**src/pkg/vcq_cfg.svh**
```systemverilog
/*
  Constants for the virtual CPU interface query and acknowledge register logic:
  system register encodings, field positions and special identifiers.
  Assumes it is included by its bare name from the package and the design.
*/
// Behaviour
// - Group 1 EOI with route zero goes physical.
// - Group 0 query returns highest pending identifier.
// - Group 1 query returns highest pending identifier.
// - Group 0 virtual registers only when route set.
// - Group 1 virtual registers only when route set.
// - Interface enable zero traps to guest level.
// - Trap-all bits trap their group to hypervisor.
// - Group 0 acknowledge read activates signalled interrupt.
// - Acknowledge only when priority sufficient and acknowledgeable.
// - Unobservable pending reads return identifier 1023.
// - Identifier 16 or 24 bits, upper zero.
// - Acknowledge reads self-synchronise while interrupts masked.
// - Query and acknowledge registers are 32 bits.
// - Read-only, guest level only, Non-secure only; the group 1 EOI register is write-only.
// - Decode op0 11, op1 000, CRn 1100.
// - Split mode zero also deactivates on EOI.
`ifndef VCQ_CFG_SVH
`define VCQ_CFG_SVH

// Common encoding fields.
`define VCQ_OP0          2'h3
`define VCQ_OP1          3'h0
`define VCQ_CRN          4'hc
// Group selecting CRm values.
`define VCQ_CRM_G0       4'h8
`define VCQ_CRM_G1       4'hc
// op2 values.
`define VCQ_OP2_ACK      3'h0
`define VCQ_OP2_EOI      3'h1
`define VCQ_OP2_QUERY    3'h2
// Identifier field.
`define VCQ_ID_MSB       23
`define VCQ_ID_NARROW    16
`define VCQ_SPURIOUS_ID  24'h0003ff
// Reset value of the read data register.
`define VCQ_RDATA_RST    32'h00000000

`endif

```
**src/pkg/vcq_pkg.sv**
```systemverilog
/*
  Types for the virtual CPU interface query and acknowledge register logic.
  Assumes the constants header is on the include path.
*/
`include "vcq_cfg.svh"
package vcq_pkg;
  // Where an access ends up.
  typedef enum logic [2:0] {
    VCQ_DST_NONE,
    VCQ_DST_VIRT,
    VCQ_DST_PHYS,
    VCQ_DST_TRAP_GUEST,
    VCQ_DST_TRAP_HYP
  } vcq_dst_t;
  // Which register the encoding selects.
  typedef enum logic [2:0] {
    VCQ_SEL_NONE,
    VCQ_SEL_QUERY_G0,
    VCQ_SEL_QUERY_G1,
    VCQ_SEL_ACK_G0,
    VCQ_SEL_EOI_G1
  } vcq_sel_t;
endpackage

```
**src/design/vcq_regs.sv**
```systemverilog
/*
  Virtual CPU interface register logic for guest-level system register accesses:
  pending queries, group 0 acknowledge and group 1 end-of-interrupt routing.
  Assumes the core presents one access per request pulse on the core clock and
  that the prioritisation logic outside supplies the highest pending interrupts.
*/
`include "vcq_cfg.svh"
`timescale 1ns/100ps
`default_nettype none
module vcq_regs #(
  parameter int ID_WIDTH = 24  // Physically stored identifier width.
) (
  // Clock and reset.
  input  wire logic               core_clk_i,
  input  wire logic               sys_rst_i,
  // System register access from the processing element.
  input  wire logic               req_i,
  input  wire logic               write_i,
  input  wire logic [1:0]         op0_i,
  input  wire logic [2:0]         op1_i,
  input  wire logic [3:0]         crn_i,
  input  wire logic [3:0]         crm_i,
  input  wire logic [2:0]         op2_i,
  input  wire logic [31:0]        wdata_i,
  input  wire logic               nonsecure_i,
  input  wire logic               guest_level_i,
  input  wire logic               irq_masked_i,
  // Routing and trap controls.
  input  wire logic               group0_virtual_route_i,
  input  wire logic               group1_virtual_route_i,
  input  wire logic               sysreg_interface_enable_i,
  input  wire logic               trap_all_group0_i,
  input  wire logic               trap_all_group1_i,
  input  wire logic               identifier_width_field_i,
  input  wire logic               split_completion_mode_i,
  // Highest pending virtual interrupts from the list logic.
  input  wire logic               hp_g0_valid_i,
  input  wire logic [23:0]        hp_g0_id_i,
  input  wire logic               hp_g0_signalable_i,
  input  wire logic               hp_g0_ackable_i,
  input  wire logic               hp_g1_valid_i,
  input  wire logic [23:0]        hp_g1_id_i,
  // Answer to the processing element.
  output logic                    ack_o,
  output logic [31:0]             rdata_o,
  output vcq_pkg::vcq_dst_t       dst_o,
  // Effects on the virtual interrupt state.
  output logic                    activate_o,
  output logic [23:0]             activate_id_o,
  output logic                    drop_prio_o,
  output logic                    deactivate_o,
  output logic [23:0]             eoi_id_o,
  output logic                    sync_o,
  // Forward to the physical interface.
  output logic                    phys_req_o,
  output logic                    phys_write_o,
  output logic [31:0]             phys_wdata_o
);
  import vcq_pkg::*;

  // Registered answers and effects.
  logic              ack_reg,       ack_next;
  logic [31:0]       rdata_reg,     rdata_next;
  vcq_dst_t          dst_reg,       dst_next;
  logic              act_reg,       act_next;
  logic [23:0]       act_id_reg,    act_id_next;
  logic              drop_reg,      drop_next;
  logic              deact_reg,     deact_next;
  logic [23:0]       eoi_id_reg,    eoi_id_next;
  logic              sync_reg,      sync_next;
  logic              preq_reg,      preq_next;
  logic              pwr_reg,       pwr_next;
  logic [31:0]       pwdata_reg,    pwdata_next;

  // Decoded selection and helpers.
  vcq_sel_t          sel;           // Register that the encoding names.
  logic              grp1;          // Selected register is group 1.
  logic              route_virt;    // Group route bit directs to virtual copy.
  logic              trap_all;      // Trap-all bit of the selected group.
  logic              access_ok;     // Direction matches register access kind.
  logic [31:0]       eoi_clip;      // Written identifier clipped to the implemented width.

  // Clip an identifier to the implemented width; bits 31:24 always zero.
  function automatic logic [31:0] vcq_clip(input logic [23:0] id, input logic wide);
    logic [31:0] res;
    res = {8'h00, id};
    if (!wide || ID_WIDTH <= `VCQ_ID_NARROW) begin
      res[`VCQ_ID_MSB:`VCQ_ID_NARROW] = 8'h00;
    end
    return res;
  endfunction

  // Decode of the fixed encoding fields into a register selection.
  always_comb begin
    sel = VCQ_SEL_NONE;
    if (op0_i == `VCQ_OP0 && op1_i == `VCQ_OP1 && crn_i == `VCQ_CRN) begin
      if (crm_i == `VCQ_CRM_G0 && op2_i == `VCQ_OP2_QUERY) begin
        sel = VCQ_SEL_QUERY_G0;
      end else if (crm_i == `VCQ_CRM_G1 && op2_i == `VCQ_OP2_QUERY) begin
        sel = VCQ_SEL_QUERY_G1;
      end else if (crm_i == `VCQ_CRM_G0 && op2_i == `VCQ_OP2_ACK) begin
        sel = VCQ_SEL_ACK_G0;
      end else if (crm_i == `VCQ_CRM_G1 && op2_i == `VCQ_OP2_EOI) begin
        sel = VCQ_SEL_EOI_G1;
      end
    end
  end

  // Group-dependent controls of the selected register.
  always_comb begin
    grp1       = (sel == VCQ_SEL_QUERY_G1) || (sel == VCQ_SEL_EOI_G1);
    route_virt = grp1 ? group1_virtual_route_i : group0_virtual_route_i;
    trap_all   = grp1 ? trap_all_group1_i : trap_all_group0_i;
    // The end-of-interrupt register is write-only; the rest are read-only.
    access_ok  = (sel == VCQ_SEL_EOI_G1) ? write_i : !write_i;
  end

  // Routing, answer data and side effects of one access.
  always_comb begin
    ack_next    = 1'b0;
    rdata_next  = `VCQ_RDATA_RST;
    dst_next    = VCQ_DST_NONE;
    act_next    = 1'b0;
    act_id_next = act_id_reg;
    drop_next   = 1'b0;
    deact_next  = 1'b0;
    eoi_id_next = eoi_id_reg;
    sync_next   = 1'b0;
    preq_next   = 1'b0;
    pwr_next    = pwr_reg;
    pwdata_next = pwdata_reg;
    // Clipped once here, because a function result cannot be part-selected directly.
    eoi_clip    = vcq_clip(wdata_i[23:0], identifier_width_field_i);
    if (req_i) begin
      ack_next = 1'b1;
      if (sel == VCQ_SEL_NONE || !nonsecure_i || !guest_level_i || !access_ok) begin
        // Other levels or security states see nothing here; reads return zero.
        dst_next = VCQ_DST_NONE;
      end else if (!route_virt) begin
        // Route bit clear: the same encoding reaches the physical register.
        dst_next    = VCQ_DST_PHYS;
        preq_next   = 1'b1;
        pwr_next    = write_i;
        pwdata_next = wdata_i;
      end else if (!sysreg_interface_enable_i) begin
        // Disabled interface traps to the guest level before trap-all.
        dst_next = VCQ_DST_TRAP_GUEST;
      end else if (trap_all) begin
        dst_next = VCQ_DST_TRAP_HYP;
      end else begin
        dst_next = VCQ_DST_VIRT;
        unique case (sel)
          VCQ_SEL_QUERY_G0: begin
            // Queries never touch pending or active state.
            rdata_next = vcq_clip(hp_g0_valid_i ? hp_g0_id_i : `VCQ_SPURIOUS_ID,
                                  identifier_width_field_i);
          end
          VCQ_SEL_QUERY_G1: begin
            rdata_next = vcq_clip(hp_g1_valid_i ? hp_g1_id_i : `VCQ_SPURIOUS_ID,
                                  identifier_width_field_i);
          end
          VCQ_SEL_ACK_G0: begin
            if (hp_g0_valid_i && hp_g0_signalable_i && hp_g0_ackable_i) begin
              rdata_next  = vcq_clip(hp_g0_id_i, identifier_width_field_i);
              act_next    = 1'b1;
              act_id_next = hp_g0_id_i;
            end else begin
              rdata_next = vcq_clip(`VCQ_SPURIOUS_ID, identifier_width_field_i);
            end
            // While masked, sync_o is raised with the answer, in the same cycle as the activation.
            sync_next = irq_masked_i;
          end
          VCQ_SEL_EOI_G1: begin
            // Trusts the identifier to match the last valid acknowledge.
            drop_next   = 1'b1;
            deact_next  = !split_completion_mode_i;
            eoi_id_next = eoi_clip[23:0];
          end
          default: begin
            dst_next = VCQ_DST_NONE;
          end
        endcase
      end
    end
  end

  // State registers; all outputs come straight from these.
  always_ff @(posedge core_clk_i or posedge sys_rst_i) begin
    if (sys_rst_i) begin
      ack_reg    <= 1'b0;
      rdata_reg  <= `VCQ_RDATA_RST;
      dst_reg    <= VCQ_DST_NONE;
      act_reg    <= 1'b0;
      act_id_reg <= 24'h000000;
      drop_reg   <= 1'b0;
      deact_reg  <= 1'b0;
      eoi_id_reg <= 24'h000000;
      sync_reg   <= 1'b0;
      preq_reg   <= 1'b0;
      pwr_reg    <= 1'b0;
      pwdata_reg <= 32'h00000000;
    end else begin
      ack_reg    <= ack_next;
      rdata_reg  <= rdata_next;
      dst_reg    <= dst_next;
      act_reg    <= act_next;
      act_id_reg <= act_id_next;
      drop_reg   <= drop_next;
      deact_reg  <= deact_next;
      eoi_id_reg <= eoi_id_next;
      sync_reg   <= sync_next;
      preq_reg   <= preq_next;
      pwr_reg    <= pwr_next;
      pwdata_reg <= pwdata_next;
    end
  end

  // Output wiring from the registers.
  assign ack_o         = ack_reg;
  assign rdata_o       = rdata_reg;
  assign dst_o         = dst_reg;
  assign activate_o    = act_reg;
  assign activate_id_o = act_id_reg;
  assign drop_prio_o   = drop_reg;
  assign deactivate_o  = deact_reg;
  assign eoi_id_o      = eoi_id_reg;
  assign sync_o        = sync_reg;
  assign phys_req_o    = preq_reg;
  assign phys_write_o  = pwr_reg;
  assign phys_wdata_o  = pwdata_reg;
endmodule
`default_nettype wire

```
**config.mk**
```make
export PLATFORM = sky130hd
export DESIGN_NAME = vcq_regs
export DESIGN_NICKNAME = d
export VERILOG_FILES = /design/src/pkg/vcq_pkg.sv /design/src/design/vcq_regs.sv
export VERILOG_INCLUDE_DIRS = /design/src /design/src/pkg
export SDC_FILE = /design/constraint.sdc
export NUM_CORES = 1
export LEC_CHECK = 0
export BUFFER_PORTS_ARGS = -buffer_cell sky130_fd_sc_hd__clkbuf_2
export CORE_UTILIZATION = 37
export CTS_CLUSTER_SIZE = 20
export DETAILED_ROUTE_END_ITERATION = 16
export PLACE_DENSITY = 0.68
export SETUP_SLACK_MARGIN = 0.5
export SLEW_MARGIN = 10
export SYNTH_ARGS = -nofsm -noshare
export SYNTH_HDL_FRONTEND = slang
export SYNTH_SLANG_ARGS = --single-unit
export TNS_END_PERCENT = 100
```
**constraint.sdc**
```tcl
create_clock -name core_clk_i -period 4.6 [get_ports core_clk_i]
set_input_delay 0.46 -clock core_clk_i [delete_from_list [all_inputs] [get_ports core_clk_i]]
set_output_delay 0.46 -clock core_clk_i [all_outputs]
set_load 0.005 [all_outputs]
```
==> key figures, run 1 <==
Critical path
  • Reg-to-reg endpoint: activate_id_o[22]
  • Reg2reg setup slack: 3.82 ns
  • WP data arrival: 3.18 ns
  • CP max stage cell: nand4bb_1
  • Endpoint type of the worst setup path: register
  • CP max FO: 24
  • R2R Path Start: activate_id_o[22]
  • CP Cell Sequence: clkbuf_2 -> nor4_4 -> nand4_2 -> nor2_4 -> mux2i_1 -> nand4bb_1 -> a21oi_1
  • Worst path max stage delay: 0.91 ns
  • Kind of critical path: in2reg
  • Worst EP required: 4.90 ns
  • Critical Path Start Type: input pin
  • R2R cell count: 1

Final layout
  • Post-route cell area: 0.00668 sq mm
  • Synth-to-layout area growth: 38.4%
  • ANT cells: 0
  • Ratio of cells with drive above 1 in the final layout: 57.9%
  • NumNets Final: 709

Detailed routing
  • # DRC: 0
  • Routed wire per std cell: 16.4 microns
  • Routed vias: 3820
  • WL final: 12800 microns
  • Routed Antenna Nets: 0
  • Vias per inst: 4.90
  • Initial DRC count: 249
  • Iteration count of the initial detailed-routing pass: 4

Pwr
  • Maximum vdd drop: 0.253 mV
  • Pwr Density: 365 mW/mm^2
  • Lkg Pwr: 3.61 nW

Clock tree
  • TritonCTS clock tree: yes
  • H-tree levels: 4
  • Worst-Skew Late Latency: 0.41 ns
  • Reg clk slew, reported paths: 0.05 ns
  • Clock Tree Root: clkbuf_16
  • Post-CTS Repair Setup Buffers: 0
  • Clock buffer depth: 2
  • CTS sink cnt: 114
  • CTS Hold Bufs: 0
  • CTS Buf Count: 17
  • Number of gates resized after cts: 0

STA
  • Max Fclk: 347 MHz
  • Worst clock skew: 0 ns
  • Final period util: 62.6%
  • Setup WS post-layout: 1.72 ns
  • Max Slew Vio Count: 0
  • Worst-margin pin slew: 1.03 ns
  • WHS: 0.164 ns
  • Worst slew margin: 31.0%
  • Min cycle time layout: 2.88 ns
  • Setup tns final: 0 ns
  • Final setup viols: 0
  • Final Hold Violating Endpoints: 0
  • RSZ-0062 raised after global routing: no

Min path
  • Worst Hold Depth: 1
  • Hold path start: req_i
  • Worst Hold End: ack_o
  • Worst Hold Class: in2reg

Floorplan
  • Die W: 116 microns
  • Die area: 0.0135 sq mm
  • Area of the core: 0.0127 sq mm
  • Die H: 116 microns
  • Rows: 41
  • Initial Util: 38.1%
  • # IOs: 236

Logic synthesis
  • Yosys reg bits: 114
  • Post-Syn Area: 0.00483 sq mm
  • Sequential share of the synthesized area: 59.1%
  • Number of synthesized flops with an enable pin: 0
  • Syn. warnings: 0
  • Yosys cell types: 48
  • Primary FF master, synth: dfrtp_1
  • Syn Inst Count: 365
  • Async set-reset flop share out of synthesis: 100%
  • Syn_area_per_cell: 13.2 sq um

Global route
  • Total track usage: 19.4%
  • Initial antenna violation count: 1
  • First-pass GRT wire length: 19100 microns
  • Gr ovfl total: 0
  • Largest net degree at the start of global routing: 71
  • Number of global-route vias before repair: 3745

Place
  • Port Buf Inserts: 227
  • GPL Wtd Cong: 0.802
  • Area after DPL: 0.00606 sq mm
  • Pre-CTS WS: 1.31 ns
  • DPL Wire Length: 9370 microns

Flow run
  • Max cap viols: 0

Outcome
  • Status: complete, no violations
==> sequential cells by signal, indices dropped and copies added (netlist names) <==
| name | count |
|---|---|
| drop_prio_o | 1 |
| activate_o | 1 |
| activate_id_o | 24 |
| phys_write_o | 1 |
| deactivate_o | 1 |
| eoi_id_o | 24 |
| phys_req_o | 1 |
| dst_o | 3 |
| ack_o | 1 |
| sync_o | 1 |
| rdata_o | 24 |
| phys_wdata_o | 32 |
==> metal layers <==
metal / GRT usage, % / share of wire (%) / wire length [microns]
met1: 21.2 / 39 / 5000
met2: 32.7 / 49 / 6220
met3: 8.67 / 10 / 1290
met4: 8.03 / 1.9 / 246
met5: 0 / 0.10 / 13
==> critical path, delay by kind of cell <==
kind / cells / cell delay (ns)
AOI/OAI and AO/OA: 1 / 0.42
buffers and inverters: 1 / 0.12
muxes: 1 / 0.48
and+or+nand+nor: 4 / 1.68
==> cell families (layout without fill, tap and decap cells) <==
| family | Yosys count | in the layout | share of synthesized area (%) |
|---|---|---|---|
| xor gates and xnor gates | 1 | 1 | 0.182 |
| buffers and inverters | 34 | 270 | 4.28 |
| muxes | 75 | 75 | 19.0 |
| DFF | 114 | 114 | 59.1 |
| other | 1 | 8 | 0.0777 |
| AOI/OAI and AO/OA | 58 | 58 | 6.92 |
| and+or+nand+nor | 82 | 82 | 10.4 |
==> placed cells by master, fill, tap and decap left out, types with 3 or more instances in the layout <==
master	Yosys	routed
a21oi_1	10	10
a22oi_1	14	14
and2_1	3	3
and3_1	3	3
buf_4	8	4
bufinv_16	0	3
clkbuf_1	7	4
clkbuf_16	0	17
clkbuf_2	1	227
clkinv_2	0	3
conb_1	1	8
dfrtp_1	114	114
inv_1	6	5
mux2_2	53	53
mux2_4	20	20
nand2_1	19	19
nand3_1	3	3
nand4_1	3	3
nor2_1	23	23
nor3_1	3	3
o21ai_0	31	31
==> stage by stage <==
stage | cells | total power [mW] | util (%)
floorplan | 372 | 1.06 | -
finish | 780 | 2.44 | 52.7
global placement | 747 | 1.13 | 47.8
CTS | 779 | 2.47 | 52.5
global route | 780 | 2.53 | 52.7
detailed placement | 747 | 1.13 | 47.8
==> worst max-delay path by stage <==
stage,start,to,slack [ns],cells after the start
2_1_floorplan,sys_rst_i,ack_o,1.12,1
3_3_place_gp,op1_i[1],rdata_o[0],1.52,7
3_5_place_dp,op1_i[1],rdata_o[7],1.31,7
4_1_cts,op1_i[1],rdata_o[7],1.77,7
5_1_grt,op1_i[1],rdata_o[6],1.49,7
6_report,op1_i[1],rdata_o[7],1.72,7
==> Yosys cell counts (2+ instances only) <==
cell | instances | area share [%]
dfrtp_1 | 114 | 59
mux2_2 | 53 | 12
o21ai_0 | 31 | 3.2
nor2_1 | 23 | 1.8
mux2_4 | 20 | 6.2
nand2_1 | 19 | 1.5
a22oi_1 | 14 | 2.2
a21oi_1 | 10 | 1.0
buf_4 | 8 | 1.2
clkbuf_1 | 7 | 0.54
buf_2 | 6 | 0.62
inv_1 | 6 | 0.47
and2_1 | 3 | 0.39
and3_1 | 3 | 0.39
buf_1 | 3 | 0.23
nand3_1 | 3 | 0.31
nand4_1 | 3 | 0.39
nor3_1 | 3 | 0.31
and2b_2 | 2 | 0.36
buf_12 | 2 | 0.83
mux2i_1 | 2 | 0.41
nor4_1 | 2 | 0.26
nor4_4 | 2 | 0.88
or2_2 | 2 | 0.26
==> power breakdown <==
group | switching (mW) | internal (mW)
logic | 0.0615 | 0.0439
registers | 0.000147 | 1.00
clock network | 0.448 | 0.878
total | 0.510 | 1.93
==> layout make-up <==
cell class,count,area [sq um]
Clock buffer,23,468
Clock inverter,9,130
Fill cell,1143,5990
Inverter,6,25.0
Multi-Input combinational cell,224,1800
Sequential cell,114,2850
Tap cell,172,215
Timing Repair Buffer,232,1190
No activity file was read; power rests on OpenSTA's default activity.
==> inputs of run 2 (changes only) <==
==> constraint.sdc (replaced) <==
create_clock -name core_clk_i -period 2.9 [get_ports core_clk_i]
set_input_delay 0.29 -clock core_clk_i [delete_from_list [all_inputs] [get_ports core_clk_i]]
set_output_delay 0.29 -clock core_clk_i [all_outputs]
set_load 0.005 [all_outputs]
==> key figures, run 2 (synthesized netlist as in run 1, its figures left out) <==
Clock tree
  • H-tree levels: 4 (unchanged)
  • Clock Tree Root: clkbuf_16 (unchanged)
  • Worst-Skew Late Latency: 0.40 ns (was 0.41 ns)
  • CTS sink cnt: 114 (unchanged)
  • TritonCTS clock tree: yes (unchanged)
  • Clock buffer depth: 2 (unchanged)
  • Post-CTS Repair Setup Buffers: 0 (unchanged)
  • Reg clk slew, reported paths: 0.05 ns (about the same)
  • CTS Buf Count: 17 (unchanged)

Final layout
  • Max FFs per register: 32 (unchanged)
  • Ratio of cells with drive above 1 in the final layout: 58.7% (was 57.9%)
  • Final Util: 53.2% (was 52.7%)
  • Synth-to-layout area growth: 39.6% (was 38.4%)
  • Commonest non-fill, non-tap cell in the layout: clkbuf_2 (unchanged)
  • NumNets Final: 714 (was 709)
  • Most frequent cells in the layout: clkbuf_2 (227), dfrtp_1 (114), mux2_2 (53), o21ai_0 (31), nor2_1 (23) (unchanged)

Floorplan
  • Die H: 116 microns (unchanged)
  • Die W: 116 microns (unchanged)
  • Die area: 0.0135 sq mm (unchanged)
  • # IOs: 236 (unchanged)
  • Initial Util: 38.1% (unchanged)
  • Area of the core: 0.0127 sq mm (unchanged)
  • Rows: 41 (unchanged)

Detailed routing
  • Vias per inst: 4.83 (was 4.90)
  • Met2 WL post-DR: 6180 microns (was 6220 microns)
  • Routed wire per std cell: 16.1 microns (was 16.4 microns)
  • Routed Antenna Nets: 0 (unchanged)
  • Initial DRC count: 203 (was 249)
  • Routed vias: 3796 (was 3820)
  • WL final: 12600 microns (was 12800 microns)
  • Top routing layer in use: met5 (unchanged)
  • Iteration count of the initial detailed-routing pass: 4 (unchanged)
  • Wl on met1: 5090 microns (was 5000 microns)
  • DR WL met3: 1150 microns (was 1290 microns)
  • # DRC: 0 (unchanged)

STA
  • Worst clock skew: 0 ns (unchanged)
  • Worst-margin pin slew: 0.607 ns (was 1.03 ns)
  • Max Fclk: 465 MHz
  • Final Hold Violating Endpoints: 0 (unchanged)
  • Final period util: 74.2%
  • Final setup viols: 0 (unchanged)
  • RSZ-0062 raised after global routing: no (unchanged)
  • Min cycle time layout: 2.15 ns
  • Setup tns final: 0 ns (unchanged)
  • Max Slew Vio Count: 0 (unchanged)
  • Worst slew margin: 59.5% (was 31.0%)

Place
  • DPL Wire Length: 9400 microns (was 9370 microns)
  • GPL Wtd Cong: 0.796 (was 0.802)
  • Port Buf Inserts: 227 (unchanged)

Critical path
  • Endpoint type of the worst setup path: register (unchanged)
  • Worst path max stage delay: 0.47 ns (was 0.91 ns)
  • Critical Path Start Type: input pin (unchanged)
  • CP max FO: 24 (unchanged)
  • Kind of critical path: in2reg (unchanged)
  • CP max stage cell: mux2i_1 (was nand4bb_1)
  • CP Cell Sequence: clkbuf_2 -> nor4_4 -> nand4_2 -> nor2_4 -> mux2i_1 -> and4bb_1 -> buf_12 -> mux2_4 (was clkbuf_2 -> nor4_4 -> nand4_2 -> nor2_4 -> mux2i_1 -> nand4bb_1 -> a21oi_1)
  • WP data arrival: 2.44 ns (was 3.18 ns)
  • Worst EP required: 3.18 ns (was 4.90 ns)

Pwr
  • Cell internal pwr: 3.03 mW (was 1.93 mW)
  • Maximum vdd drop: 0.461 mV (was 0.253 mV)
  • Switch share: 21.3% (was 20.9%)
  • Pwr Density: 572 mW/mm^2 (was 365 mW/mm^2)
  • Lkg Pwr: 3.63 nW (was 3.61 nW)
  • Combinational power share: 4.5% (was 4.3%)
  • Switching pwr: 0.823 mW (was 0.510 mW)
  • Register share of total power: 41.3% (was 41.2%)
  • Clock power frac: 54.2% (was 54.4%)

Global route
  • Total track usage: 19.2% (was 19.4%)
  • First-pass GRT wire length: 19000 microns (was 19100 microns)
  • Initial antenna violation count: 2 (was 1)
  • Largest net degree at the start of global routing: 115 (was 71)
  • Number of global-route vias before repair: 3802 (was 3745)
  • Gr ovfl total: 0 (unchanged)

Outcome
  • Status: complete, no violations (unchanged)

Flow run
  • Max cap viols: 0 (unchanged)

Min path
  • Worst Hold Class: in2async (was in2reg)
run 2: final timing paths:
| check | startpoint | end | slack (ns) | cells past startpoint |
|---|---|---|---|---|
| min in group core_clk_i | split_completion_mode_i | deactivate_o | 0.05 | 2 |
| max in group asynchronous | sys_rst_i | rdata_o[7] | 2.38 | 3 |
| setup / recovery | op1_i[1] | activate_id_o[4] | 0.75 | 8 |
| setup reg to reg | activate_id_o[4] | activate_id_o[4] | 2.11 | 1 |
| hold reg to reg | eoi_id_o[21] | eoi_id_o[21] | 0.49 | 2 |
| hold / removal | sys_rst_i | activate_id_o[17] | 0.05 | 3 |
run 2: repair_timing:
item | 4_1_cts | 5_1_grt
hold buffers | 1 | 0
resized for setup | 0 | 0
hold endpoints to repair | 1 | 0
run 2: worst max-delay path, delay by kind of cell:
family,cells,cell delay [ns]
mux,2,0.78
buf+inv,2,0.29
simple gates,4,1.05
run 2: cell type report:
type / count / area (sq um)
Antenna cell: 1 / 2.50
Clock buffer: 18 / 439
Clock inverter: 14 / 164
Fill cell: 1153 / 5930
Inverter: 6 / 26.3
Multi-Input combinational cell: 224 / 1800
Sequential cell: 114 / 2850
Tap cell: 172 / 215
Timing Repair Buffer: 237 / 1240
run 2: layer usage:
metal / global-route usage (%) / up-vias
met3: 7.27 / 18
met4: 8.89 / 2
met1: 21.4 / 1845
met2: 32.6 / 187
li1: - / 1744
met5: 0 / -
run 2: power by group through the flow:
stage	combinational, mW	clock, mW	sequential, mW
detailed placement	0.172	0	1.62
finish	0.172	2.09	1.59
floorplan	0.0633	0	1.62
global route	0.193	2.21	1.59
CTS	0.174	2.14	1.59
global placement	0.168	0	1.62
run 2: per-stage QoR:
| step | hold WS, ns | total power [mW] | worst slack [ns] | cell area, sq um | instances |
|---|---|---|---|---|---|
| final | 0.0458 | 3.86 | 0.749 | 6740 | 786 |
| after global routing | 0.0356 | 4.00 | 0.621 | 6740 | 785 |
| after CTS | 0.0298 | 3.91 | 0.787 | 6740 | 785 |
| after detailed placement | 0.415 | 1.79 | 0.354 | 6120 | 752 |
| after global placement | 0.411 | 1.79 | 0.421 | 6120 | 752 |
| after floorplan | 0.321 | 1.68 | 0.696 | 4860 | 372 |
==> inputs of run 3 (changes only) <==
==> constraint.sdc (replaced) <==
create_clock -name core_clk_i -period 2 [get_ports core_clk_i]
set_input_delay 0.2 -clock core_clk_i [delete_from_list [all_inputs] [get_ports core_clk_i]]
set_output_delay 0.2 -clock core_clk_i [all_outputs]
set_load 0.005 [all_outputs]
==> key figures, run 3 (synthesized netlist as in run 1, its figures left out) <==
Global route
  • Initial antenna violation count: 0 (was 2)
  • Total track usage: 19.8% (was 19.2%)
  • Largest net degree at the start of global routing: 115 (unchanged)
  • Number of global-route vias before repair: 3990 (was 3802)
  • First-pass GRT wire length: 20000 microns (was 19000 microns)
  • Gr ovfl total: 0 (unchanged)

STA
  • WHS: 0.0135 ns (was 0.0458 ns)
  • Max Fclk: 555 MHz
  • RSZ-0062 raised after global routing: yes (was no)
  • Worst clock skew: 0 ns (unchanged)
  • Setup tns final: 0 ns (unchanged)
  • Min cycle time layout: 1.80 ns
  • Worst slew margin: 60.8% (was 59.5%)
  • Final period util: 90.0%
  • Worst-margin pin slew: 0.588 ns (was 0.607 ns)
  • Max Slew Vio Count: 0 (unchanged)
  • Final setup viols: 0 (unchanged)
  • Final Hold Violating Endpoints: 0 (unchanged)

Floorplan
  • Rows: 41 (unchanged)
  • Die H: 116 microns (unchanged)
  • Die area: 0.0135 sq mm (unchanged)
  • Area of the core: 0.0127 sq mm (unchanged)
  • Initial Util: 38.1% (unchanged)
  • Die W: 116 microns (unchanged)
  • # IOs: 236 (unchanged)

Outcome
  • Status: complete, no violations (unchanged)

Clock tree
  • TritonCTS clock tree: yes (unchanged)
  • Reg clk slew, reported paths: 0.06 ns (was 0.05 ns)
  • CTS Buf Count: 17 (unchanged)
  • CTS sink cnt: 114 (unchanged)
  • Worst-Skew Late Latency: 0.41 ns (was 0.40 ns)
  • H-tree levels: 4 (unchanged)
  • Clock buffer depth: 2 (unchanged)
  • Clock Tree Root: clkbuf_16 (unchanged)

Pwr
  • Lkg Pwr: 3.88 nW (was 3.63 nW)
  • Pwr Density: 767 mW/mm^2 (was 572 mW/mm^2)
  • Maximum vdd drop: 0.438 mV (was 0.461 mV)

Critical path
  • Worst setup path startpoint: crm_i[0] (was op1_i[1])
  • WP data arrival: 2.09 ns (was 2.44 ns)
  • R2R cell count: 1 (unchanged)
  • Worst EP required: 2.29 ns (was 3.18 ns)
  • Endpoint type of the worst setup path: register (unchanged)
  • R2R Path Start: activate_id_o[4] (unchanged)
  • Critical Path Start Type: input pin (unchanged)
  • Reg-to-reg endpoint: activate_id_o[4] (unchanged)
  • CP max FO: 6 (was 24)
  • Kind of critical path: in2reg (unchanged)
  • Reg2reg setup slack: 1.20 ns (was 2.11 ns)

Final layout
  • Most frequent cells in the layout: clkbuf_2 (226), dfrtp_1 (114), mux2_2 (49), o21ai_0 (29), mux2_4 (24) (was clkbuf_2 (227), dfrtp_1 (114), mux2_2 (53), o21ai_0 (31), nor2_1 (23))
  • Post-Layout Cell Count: 817 (was 786)
  • ANT cells: 0 (was 1)
  • Filler cells: 1025 (was 1153)
  • Commonest non-fill, non-tap cell in the layout: clkbuf_2 (unchanged)
  • Ratio of cells with drive above 1 in the final layout: 65.3% (was 58.7%)
  • Max FFs per register: 32 (unchanged)
  • Final Util: 58.6% (was 53.2%)
  • Synth-to-layout area growth: 53.8% (was 39.6%)
  • NumNets Final: 746 (was 714)

Place
  • DPL Wire Length: 9180 microns (was 9400 microns)
  • Port Buf Inserts: 227 (unchanged)
  • GPL Wtd Cong: 0.823 (was 0.796)
  • Placed Cells: 766 (was 752)

Detailed routing
  • Routed wire per std cell: 16.8 microns (was 16.1 microns)
  • Vias per inst: 4.88 (was 4.83)
  • WL final: 13700 microns (was 12600 microns)
  • # DRC: 0 (unchanged)
  • Routed vias: 3989 (was 3796)
  • Routed Antenna Nets: 0 (unchanged)
  • Initial DRC count: 195 (was 203)
  • Iteration count of the initial detailed-routing pass: 4 (unchanged)

Min path
  • Worst Hold Class: in2reg (was in2async)
  • Worst Hold Depth: 3
  • Worst Hold End: sync_o
  • Hold path start: irq_masked_i

Flow run
  • Max cap viols: 0 (unchanged)
run 3: layout make-up:
type / count / area [sq um] / area share [%]
timing repair buffer: 269 / 1690 / 22.7
inverter: 6 / 26.3 / 0.354
sequential: 114 / 2850 / 38.4
clock inverter: 13 / 160 / 2.16
clock buffer: 19 / 453 / 6.10
tap: 172 / 215 / 2.90
multi-input combinational: 224 / 2030 / 27.3
run 3: power breakdown:
group          leakage, nW  internal [mW]  switching [mW]  total, mW
sequential            1.59           2.31        0.000241       2.31
combinational         2.00          0.125           0.149      0.274
clock                0.287           2.02            1.09       3.11
run 3: what timing repair did:
action                                  in CTS  in global routing
buffers inserted                             3                  7
endpoints found under the setup margin      98                109
hold endpoints to repair                    64                  0
gates cloned                                 4                  2
pin swaps                                    0                 16
hold buffers                                 3                  0
resized for setup                           15                 52
run 3: how the worst max path moves through the flow:
stage,end,slack [ns]
CTS,activate_id_o[14],0.21
finish,activate_id_o[8],0.20
global route,activate_id_o[11],0.13
global placement,activate_id_o[16],-0.21
floorplan,activate_id_o[0],-0.05
detailed placement,activate_id_o[17],-0.24
run 3: routing by layer:
metal  global-route usage (%)  share of wire (%)  wire length [microns]  vias to the layer above
met5                        0                  0                      0                        -
met1                     21.8                 38                   5180                     1951
met4                     10.8                1.7                    238                        0
met2                     32.4                 51                   7060                      210
li1                         -                  -                      -                     1808
met3                     8.51                9.3                   1270                       20
run 3: through the flow:
stage          instance area (sq um)  power [mW]  worst slack [ns]
5_1_grt                         7420        5.88             0.125
4_1_cts                         7140        5.74             0.206
6_report                        7420        5.69             0.199
2_1_floorplan                   4910        2.44           -0.0534
3_5_place_dp                    6290        2.61            -0.237
3_3_place_gp                    6290        2.60            -0.208
run 3: worst max-delay path, cell delays in order:
cell and delay [ns]:
clkbuf_2 0.08, and4bb_4 0.35, nand4_2 0.14, nor2_4 0.20, mux2i_4 0.26, and4bb_4 0.28, buf_12 0.13, clkbuf_16 0.16
mux2_4 0.30
